## src/sabd_pkg.sv

```systemverilog
package sabd_pkg;
  // ==========================================================
  // Rate prescale counts (base clock divide, per oscillator)
  localparam int unsigned DIV_BOTH_LOW  = 64;
  localparam int unsigned DIV_ONE_HIGH  = 16;
  localparam int unsigned DIV_BOTH_HIGH = 4;
  localparam int unsigned ABD_FACTOR    = 8;
  // ==========================================================
  // Calibration character and edge count
  localparam logic [7:0] SYNC_CHAR     = 8'h55;
  localparam logic [2:0] RISE_EDGES    = 3'h5;
  localparam logic [15:0] CNT_PRELOAD  = 16'h0001;
  // ==========================================================
  // Divisor reset value
  localparam logic [15:0] DIV_RESET    = 16'h0000;
  // ==========================================================
  // Link idle level
  localparam logic        LINE_IDLE    = 1'b1;
  // ==========================================================
  // Remote node: break low time in bit periods
  localparam int unsigned BREAK_BITS   = 13;
endpackage

```

## src/sabd_if.sv

```systemverilog
`timescale 1ns/1ns
interface sabd_if;
  logic rx_line;
  modport device (input rx_line);
  modport remote (output rx_line);
endinterface

```

## src/sabd_device.sv

```systemverilog
// Behaviour
// - Setting enable starts baud measurement
// - Serial state machine idle while measuring
// - Receive line gates the divisor counter
// - Remote sends 55h, five rising edges
// - Count starts first rise after start
// - Fifth rising edge ends measurement
// - Keep count, clear enable, set flag
// - Data register read clears receive flag
// - Software checks high byte zero
// - Base clock 64/16/4 divide, counter eighth
// - Both divisor bytes count as sixteen bits
// - Counter at one eighth base rate
// - Wake enable: measure byte after break
// - Counter preloads one; software subtracts one
// - Wide select uses full 16-bit divisor in sync mode or with high speed
`timescale 1ns/1ns
module sabd_device
  import sabd_pkg::*;
(
  // Clock and reset
  input  wire logic        mclk,
  input  wire logic        rstn,
  // Control
  input  wire logic        auto_baud_enable_set,
  input  wire logic        wake_on_break_enable,
  input  wire logic        wide_divisor_select,
  input  wire logic        high_speed_select,
  input  wire logic        sync_mode,
  input  wire logic        receive_data_read,
  input  wire logic        div_write,
  input  wire logic [15:0] div_wdata,
  // Status
  output logic             auto_baud_enable,
  output logic             receive_interrupt_flag,
  output logic [7:0]       divisor_low_byte,
  output logic [7:0]       divisor_high_byte,
  output logic             serial_idle,
  output logic             bit_tick,
  // Link
  sabd_if.device           link
);
  typedef enum logic [2:0] {
    ST_OFF   = 3'b000,
    ST_BREAK = 3'b001,
    ST_WSTRT = 3'b010,
    ST_WRISE = 3'b011,
    ST_COUNT = 3'b100
  } sabd_state_t;
  // ==========================================================
  // Registers
  sabd_state_t state_q, state_d;
  logic [15:0] div_q;
  logic [9:0]  pre_q;
  logic [17:0] bit_q;
  logic [2:0]  edges_q;
  logic        rx_q;
  logic        en_q;
  logic        flag_q;
  logic        tick_q;
  logic        idle_q;
  // ==========================================================
  // Prescale selection
  wire [1:0] rate_sel = {wide_divisor_select, high_speed_select};
  wire [8:0] base_div = (rate_sel == 2'b00) ? 9'(DIV_BOTH_LOW) :
                        (rate_sel == 2'b11) ? 9'(DIV_BOTH_HIGH) :
                        9'(DIV_ONE_HIGH);
  wire [9:0] abd_div  = 10'(base_div * ABD_FACTOR);
  wire       pre_end  = (pre_q == abd_div - 10'd1);
  wire       rise     = link.rx_line && !rx_q;
  wire       fall     = !link.rx_line && rx_q;
  wire       measure  = (state_q != ST_OFF);
  wire       meas_nxt = (state_d != ST_OFF);
  wire       in_count = (state_q == ST_COUNT);
  wire       done     = in_count && rise &&
                        (edges_q == RISE_EDGES - 3'd1);
  wire       rise_one = (state_q == ST_WRISE) && rise;
  wire       rise_cnt = in_count && rise;
  wire       pre_run  = in_count && !pre_end;
  wire       div_step = in_count && !done && pre_end;
  wire       div_load = div_write && !measure;
  wire       wide     = (!sync_mode && high_speed_select &&
                         wide_divisor_select) ||
                        (sync_mode && wide_divisor_select);
  wire [15:0] period_m1 = wide ? div_q : {8'h00, div_q[7:0]};
  wire [17:0] bit_last  = {period_m1, 2'b11};
  wire       bit_end  = (bit_q >= bit_last);
  wire       hold_bit = measure || bit_end;
  wire       tick_d   = bit_end && !measure && !meas_nxt;
  // ==========================================================
  // Measurement sequencer
  always_comb begin
    state_d = state_q;
    case (state_q)
      ST_OFF:
        if (auto_baud_enable_set)
          state_d = wake_on_break_enable ? ST_BREAK : ST_WSTRT;
      ST_BREAK:
        if (rise) state_d = ST_WSTRT;
      ST_WSTRT:
        if (fall) state_d = ST_WRISE;
      ST_WRISE:
        if (rise) state_d = ST_COUNT;
      ST_COUNT:
        if (done) state_d = ST_OFF;
      default:
        state_d = ST_OFF;
    endcase
  end
  // ==========================================================
  // State and line sampler
  always_ff @(posedge mclk or negedge rstn) begin
    if (!rstn) begin
      state_q <= ST_OFF;
      rx_q    <= LINE_IDLE;
    end else begin
      state_q <= state_d;
      rx_q    <= link.rx_line;
    end
  end
  // ==========================================================
  // Rising edges seen within the sync character
  always_ff @(posedge mclk or negedge rstn) begin
    if (!rstn) begin
      edges_q <= 3'h0;
    end else if (rise_one) begin
      edges_q <= 3'h1;
    end else if (rise_cnt) begin
      edges_q <= edges_q + 3'h1;
    end
  end
  // ==========================================================
  // Counter clock prescaler, eighth of base clock
  always_ff @(posedge mclk or negedge rstn) begin
    if (!rstn) begin
      pre_q <= 10'h0;
    end else if (pre_run) begin
      pre_q <= pre_q + 10'h1;
    end else begin
      pre_q <= 10'h0;
    end
  end
  // ==========================================================
  // Divisor pair, counting as one 16-bit counter
  always_ff @(posedge mclk or negedge rstn) begin
    if (!rstn) begin
      div_q <= DIV_RESET;
    end else if (rise_one) begin
      div_q <= CNT_PRELOAD;
    end else if (div_step) begin
      div_q <= div_q + 16'h1;
    end else if (div_load) begin
      div_q <= div_wdata;
    end
  end
  // ==========================================================
  // Enable bit, cleared by itself at the end
  always_ff @(posedge mclk or negedge rstn) begin
    if (!rstn) begin
      en_q <= 1'b0;
    end else begin
      en_q <= meas_nxt;
    end
  end
  // ==========================================================
  // Receive flag, set wins over a read
  always_ff @(posedge mclk or negedge rstn) begin
    if (!rstn) begin
      flag_q <= 1'b0;
    end else if (done) begin
      flag_q <= 1'b1;
    end else if (receive_data_read) begin
      flag_q <= 1'b0;
    end
  end
  // ==========================================================
  // Bit period generator, held while measuring
  always_ff @(posedge mclk or negedge rstn) begin
    if (!rstn) begin
      bit_q  <= 18'h0;
      tick_q <= 1'b0;
    end else if (hold_bit) begin
      bit_q  <= 18'h0;
      tick_q <= tick_d;
    end else begin
      bit_q  <= bit_q + 18'h1;
      tick_q <= 1'b0;
    end
  end
  // ==========================================================
  // Serial engine hold, kept one cycle past the end
  always_ff @(posedge mclk or negedge rstn) begin
    if (!rstn) begin
      idle_q <= 1'b0;
    end else begin
      idle_q <= meas_nxt || measure;
    end
  end
  // ==========================================================
  // Outputs
  assign auto_baud_enable       = en_q;
  assign receive_interrupt_flag = flag_q;
  assign divisor_low_byte       = div_q[7:0];
  assign divisor_high_byte      = div_q[15:8];
  assign serial_idle            = idle_q;
  assign bit_tick               = tick_q;
endmodule

```

## src/flat_wrapper.sv

```systemverilog
// flat-port wrapper written by rule: the top's interface ports become plain ports
module sabd_device_flat import sabd_pkg::*;
  (mclk, rstn, auto_baud_enable_set, wake_on_break_enable, wide_divisor_select, high_speed_select, sync_mode, receive_data_read, div_write, div_wdata, auto_baud_enable, receive_interrupt_flag, divisor_low_byte, divisor_high_byte, serial_idle, bit_tick, link_rx_line);
  sabd_if link_i ();
  input  wire logic mclk;
  input  wire logic rstn;
  input  wire logic auto_baud_enable_set;
  input  wire logic wake_on_break_enable;
  input  wire logic wide_divisor_select;
  input  wire logic high_speed_select;
  input  wire logic sync_mode;
  input  wire logic receive_data_read;
  input  wire logic div_write;
  input  wire logic [15:0] div_wdata;
  output logic auto_baud_enable;
  output logic receive_interrupt_flag;
  output logic [7:0] divisor_low_byte;
  output logic [7:0] divisor_high_byte;
  output logic serial_idle;
  output logic bit_tick;
  input wire logic [$bits(link_i.rx_line)-1:0] link_rx_line;
  assign link_i.rx_line = link_rx_line;
  sabd_device u_core (.mclk(mclk), .rstn(rstn), .auto_baud_enable_set(auto_baud_enable_set), .wake_on_break_enable(wake_on_break_enable), .wide_divisor_select(wide_divisor_select), .high_speed_select(high_speed_select), .sync_mode(sync_mode), .receive_data_read(receive_data_read), .div_write(div_write), .div_wdata(div_wdata), .auto_baud_enable(auto_baud_enable), .receive_interrupt_flag(receive_interrupt_flag), .divisor_low_byte(divisor_low_byte), .divisor_high_byte(divisor_high_byte), .serial_idle(serial_idle), .bit_tick(bit_tick), .link(link_i));
endmodule
```

## config.mk

```make
export PLATFORM = sky130hd
export DESIGN_NAME = sabd_device_flat
export DESIGN_NICKNAME = d
export VERILOG_FILES = /design/src/sabd_pkg.sv /design/src/sabd_if.sv /design/src/sabd_device.sv /design/src/flat_wrapper.sv
export SDC_FILE = /design/constraint.sdc
export NUM_CORES = 1
export LEC_CHECK = 0
export BUFFER_PORTS_ARGS = -buffer_cell sky130_fd_sc_hd__buf_2
export CAP_MARGIN = 20
export CELL_PAD_IN_SITES_DETAIL_PLACEMENT = 1
export CELL_PAD_IN_SITES_GLOBAL_PLACEMENT = 2
export CORE_MARGIN = 3
export CORE_UTILIZATION = 39
export CTS_BUF_LIST = sky130_fd_sc_hd__clkbuf_4
export CTS_CLUSTER_DIAMETER = 30
export DETAILED_ROUTE_END_ITERATION = 7
export HOLD_SLACK_MARGIN = 0.06
export PLACE_DENSITY = 0.88
export SYNTH_ARGS = -nofsm -noshare
export SYNTH_HDL_FRONTEND = slang
export SYNTH_SLANG_ARGS = --single-unit
```

## constraint.sdc

```tcl
create_clock -name mclk -period 5.64 [get_ports mclk]
set_input_delay 1.128 -clock mclk [delete_from_list [all_inputs] [get_ports mclk]]
set_output_delay 1.128 -clock mclk [all_outputs]
set_load 0.005 [all_outputs]
```

-- Word-level counts from Yosys, hierarchy flattened
Cells that the tools add are included.
- flip-flop bits (word level): 55
- input bits: 26
- output and inout port bits: 20
- word-level logic and storage cells: 74
- add/sub/neg operators: 5
- order comparisons: 1
- equal/unequal tests: 7
- mux-type cells: 20
- reduce and logical (&&, ||, !) cells: 31
- operators with widths (kind ; number):
    2-to-1 mux 16 bit ; 4
    2-to-1 mux 3 bit ; 7
    adder 18 x 1 -> 18 bit (second input constant) ; 1
    greater-or-equal comparator 18 bit ; 1
    2-to-1 mux 18 bit ; 1
    adder 16 x 1 -> 16 bit (second input constant) ; 1
    one-hot mux 3 bit (5 select lines) ; 1
    logical AND 1 bit ; 14
    adder 10 x 1 -> 10 bit (second input constant) ; 1
    == test 10 bit ; 1
    2-to-1 mux 10 bit ; 1
    subtractor 10 x 1 -> 10 bit (second input constant) ; 1
    nonzero test 3 bit ; 3
    logical NOT 1 bit ; 7
    2-to-1 mux 7 bit ; 1
    == test 3 x 2 -> 1 bit (second input constant) ; 2
    == test 3 bit (second input constant) ; 2
    2-to-1 mux 5 bit ; 1
    nonzero test 2 bit ; 2
    adder 3 x 1 -> 3 bit (second input constant) ; 1
    == test 3 x 1 -> 1 bit (second input constant) ; 1
    logical NOT 3 bit ; 1
    logical OR 1 bit ; 3
    2-to-1 mux 1 bit ; 3
    3 further kinds ; 3

-- Logic depth before layout (Yosys ltp)
- word-level depth: 10
- gate-level depth with buffers: 11
- gate-level depth less buffers: 9

-- Least setup slack after synthesis
No wires, ideal clock.
- path kind: input -> register
- from: input port high_speed_select
- to: register u_core.bit_q[11]
- setup time: 0.072 ns
- arrival time: 3.100 ns
- required time: 5.568 ns
- slack: 2.469 ns
- cell stages on the path: 11
- buffers on the path: 2
- path through: o21a_1 > nand2_1 > ha_1 > a21oi_1 > o21ai_0 > a211o_1 > a21o_1 > or4_1 > buf_6 > buf_6 > nor2_1
- longest elaborated chain between the ends: 7
- ends and longest elaborated chain (element ; RTL line ; RTL):
    from (decl) ; flat_wrapper.sv:10 ; input wire logic high_speed_select;
    logical AND 1 bit (2 in a row) ; sabd_device.sv:82 ; wire wide = (!sync_mode && high_speed_select &&
    logical OR 1 bit ; sabd_device.sv:83 ; wide_divisor_select) ||
    2-to-1 mux 16 bit ; sabd_device.sv:85 ; wire [15:0] period_m1 = wide ? div_q : {8'h00, div_q[7:0]};
    greater-or-equal comparator 18 bit ; sabd_device.sv:87 ; wire bit_end = (bit_q >= bit_last);
    logical OR 1 bit ; sabd_device.sv:88 ; wire hold_bit = measure || bit_end;
    2-to-1 mux 18 bit ; sabd_device.sv:182 ; end else if (hold_bit) begin
    to (signal assigned) ; sabd_device.sv:186 ; bit_q <= bit_q + 18'h1;
    to (decl) ; sabd_device.sv:55 ; logic [17:0] bit_q;
Every way passes these cells.
A chain may end at the register's enable or synchronous reset.

-- Worst setup path in the final report
- from: input port wide_divisor_select
- to: register u_core.bit_q[11]
- longest elaborated chain between the ends: 6
- elaborated cells on any way between the ends: 7
- those cells by class: 1 x order compare; 2 x mux; 4 x reduce/logical
- ends and longest elaborated chain (element ; RTL line ; RTL):
    from (decl) ; flat_wrapper.sv:9 ; input wire logic wide_divisor_select;
    logical AND 1 bit, on equally long branches ; sabd_device.sv:82, sabd_device.sv:84 ;
    logical OR 1 bit (*) ; sabd_device.sv:83 ;
    2-to-1 mux 16 bit (*) ; sabd_device.sv:85 ;
    greater-or-equal comparator 18 bit (*) ; sabd_device.sv:87 ;
    logical OR 1 bit (*) ; sabd_device.sv:88 ;
    2-to-1 mux 18 bit (*) ; sabd_device.sv:182 ;
Mark *: on every way between the ends. The rest lies on a longest branch, timed or not.

==> out/qor.txt <==
===========================================================================================
Summed instance area of the synthesized netlist                                    3297 µm²
Nets in the synthesized netlist                                                         416
Clock latency at the later pin of the worst-skew pair                               0.39 ns
Setup Total Neg Slack                                                                  0 ns
Highest fanout seen on the critical path                                                 18
Setup repair bufs after CTS                                                               0
Combinational fraction of design power                                                30.9%
Antenna Violating Nets Remaining                                                          0
Peak ir drop on the vdd network                                                   0.1802 mV
Portion of the clock cycle consumed by the worst path in the final layout            59.23%
Synth Register Bits                                                                      55
Top area cells in the synthesized netlist                                      dfrtp_1 41%, ha_1 8.0%, nor2_1 5.7%, nand3_1 5.5%, xor2_1 4.0%
Worst slew margin relative to its limit                                              29.52%
Non-filler cells in the finished layout                                                 514
Prevailing post-synth register cell                                                 dfrtp_1
Final HPWL DP                                                                       6227 µm
Final Setup Violations                                                                    0
Minimum clock period                                                               3.340 ns
Transition time at the pin with the least slew margin                              1.053 ns
Diode count                                                                               0
Effective utilization at floorplan                                                   41.38%
Unrepaired setup endpoints after global routing                                          no
Core area                                                                          7968 µm²
Global-route usage over all layers                                                   18.42%
Number of enable-type register cells in the synthesized netlist                           0
Final global-route overflow total                                                         0
Overall die area                                                                   9593 µm²
Die span in x                                                                      97.95 µm
Area growth syn-to-layout                                                            10.78%
Number of vias in the routed layout                                                    2861
Endpoint class of the critical path                                                    flop
Worst-path clk slew                                                                 0.16 ns
Worst Path Arrival                                                                  3.66 ns
Synthesis Warnings                                                                        0
CTS buffer count                                                                          5
Total power density per cell area                                              299.9 nW/µm²
Final Max Tran Viols                                                                      0
Post-synth cell types                                                                    49
Root Driver                                                                        clkbuf_4
I/O pin count                                                                            46
Largest net degree at the start of global routing                                        56
Number of buffers inserted by hold repair at cts                                          0
Maxcap violations                                                                         0
Internal power                                                                    0.6515 mW
Critical Setup Path Class                                                            in2reg
Place WS                                                                           1.869 ns
Max frequency                                                                     299.4 MHz
Most numerous cell in the Yosys netlist                                             dfrtp_1
Ys async rst share                                                                   100.0%
Reported net switching power                                                      0.4439 mW
Number of global-route vias before repair                                              3075
Die Height                                                                         97.95 µm
Worst hold path type                                                                reg2reg
Part of the power in the clock network                                                16.5%
Number of antenna violations at the first check in global routing                         0
Quantity of I/O buffers inserted on ports                                                45
Seq pwr share                                                                         52.6%
Total routed wirelength                                                             8384 µm
Static power due to leakage                                                        1.633 nW
Net total in the final layout                                                           458
Global-route wire length before repair                                             14790 µm
Proportion of total power due to net switching                                       40.53%
CTS tree                                                                              built
Total placed cells including tap cells                                                  506
Average wire per cell in the routed design                                         16.31 µm
Top cell types by occurrence after synthesis                                   54 x dfrtp_1, 50 x nor2_1, 36 x nand3_1
CTS H-Tree Depth                                                                          2
Floorplan row count                                                                      32
Mean cell area of the mapped netlist                                              8.935 µm²
Kind of start point of the critical path                                         input port
Hold Vio Cnt, Final                                                                       0
Area leader, netlist                                                                dfrtp_1
Part of the Yosys area used for sequential elements                                  41.78%
Final weighted congestion in routability-driven placement                            0.7661
Count of TritonRoute iterations in the first routing pass                                 4
Required time of the worst setup path                                               5.96 ns
Result of the run                                                              finished, final reports clean
Gate count of the mapped netlist                                                        369
DRC Markers                                                                               0
TritonCTS sink count                                                                     55
Post-synth top area share                                                            40.99%
Share of layout cells above drive strength 1                                         15.53%
Number of design-rule violations left by the first detailed-router iteration             69
Crit path setup slack, layout                                                      2.300 ns
Number of buffers on the longest clock path                                               2
Number of cells upsized or downsized after cts                                            0
Number of vias per cell                                                               5.566
Post-route clock skew                                                           0.008231 ns
===========================================================================================
## final timing paths
check	startpoint	to	slack (ns)	cells after the start
worst max-delay path	wide_divisor_select	u_core.bit_q[11]	2.30	10
worst min-delay path	u_core.bit_q[0]	u_core.bit_q[0]	0.50	1
worst max register to register	u_core.div_q[0]	u_core.bit_q[11]	2.97	8
worst min register to register	u_core.bit_q[0]	u_core.bit_q[0]	0.50	1
max in group asynchronous	rstn	u_core.bit_q[9]	4.30	2
min in group asynchronous	rstn	u_core.div_q[3]	0.84	2
## metrics by stage
stage / utilization [%] / hold WS, ns / power, mW / cell area, µm²
detailed placement: 45.12 / 0.4818 / 0.9290 / 3595
floorplan: - / 0.4479 / 0.7837 / 3297
global placement: 45.12 / 0.4702 / 0.9096 / 3595
finish: 45.84 / 0.4980 / 1.095 / 3652
global route: 45.84 / 0.5304 / 1.192 / 3652
CTS: 45.84 / 0.5065 / 1.109 / 3652
## power by group through the flow
stage | combinational, mW | clock, mW | sequential, mW
floorplan | 0.247 | 0 | 0.537
global placement | 0.331 | 0 | 0.578
detailed placement | 0.346 | 0 | 0.583
CTS | 0.348 | 0.186 | 0.575
global route | 0.395 | 0.204 | 0.594
finish | 0.339 | 0.181 | 0.576
## logic make-up after synthesis
group,Yosys count,share of synthesized area [%]
AND/OR/NAND/NOR,182,27.10
flip-flops,55,41.78
AO/OA/AOI/OAI,52,11.08
buffers and inverters,31,4.516
XOR/XNOR,26,6.907
adder cells (fa/ha/maj),21,7.970
multiplexers,2,0.6451
## metal layers
metal | track usage (%) | up-vias | wire (µm)
met3 | 2.286 | 5 | 200
met1 | 25.83 | 1420 | 4090
met2 | 30.84 | 37 | 4020
met5 | 0 | - | 0
met4 | 3.514 | 0 | 72
li1 | - | 1399 | -
## sequential cells by signal, summed over array words and instances (netlist names)
| name | cells |
|---|---|
| u_core.bit_tick | 1 |
| u_core.div_q | 16 |
| u_core.auto_baud_enable | 1 |
| u_core.rx_q | 1 |
| u_core.serial_idle | 1 |
| u_core.state_q | 3 |
| u_core.bit_q | 18 |
| u_core.pre_q | 10 |
| u_core.edges_q | 3 |
| u_core.receive_interrupt_flag | 1 |
## area by class of cell
| type | instances | area [µm²] |
|---|---|---|
| clock buffers | 5 | 37.54 |
| clock inverters | 3 | 20.02 |
| fillers | 958 | 4315 |
| inverters | 17 | 63.81 |
| multi-input cells | 283 | 1770 |
| flip-flops and latches | 55 | 1378 |
| well taps | 102 | 127.6 |
| repair buffers | 49 | 255.2 |
## critical path: stages
cell	delay, ns
buf_2	0.13
o21a_1	0.33
nand2_1	0.10
ha_1	0.32
a21oi_1	0.14
o21ai_0	0.11
a211o_1	0.29
a21o_1	0.15
or4_1	0.73
nor2_1	0.21
## layout by cell type, fill, tap and decap left out, types with 3 or more instances in the layout
| master | n |
|---|---|
| a21o_1 | 4 |
| a21oi_1 | 7 |
| a22oi_1 | 6 |
| a32oi_1 | 6 |
| and3_1 | 8 |
| buf_2 | 45 |
| buf_4 | 4 |
| clkbuf_4 | 5 |
| dfrtp_1 | 54 |
| ha_1 | 21 |
| inv_1 | 17 |
| nand2_1 | 34 |
| nand2b_1 | 3 |
| nand3_1 | 36 |
| nand4_1 | 17 |
| nor2_1 | 50 |
| nor2b_1 | 4 |
| nor3_1 | 12 |
| o21ai_0 | 12 |
| or3_1 | 5 |
| xnor2_1 | 11 |
| xor2_1 | 15 |
Power figures use the tool's default switching activity.
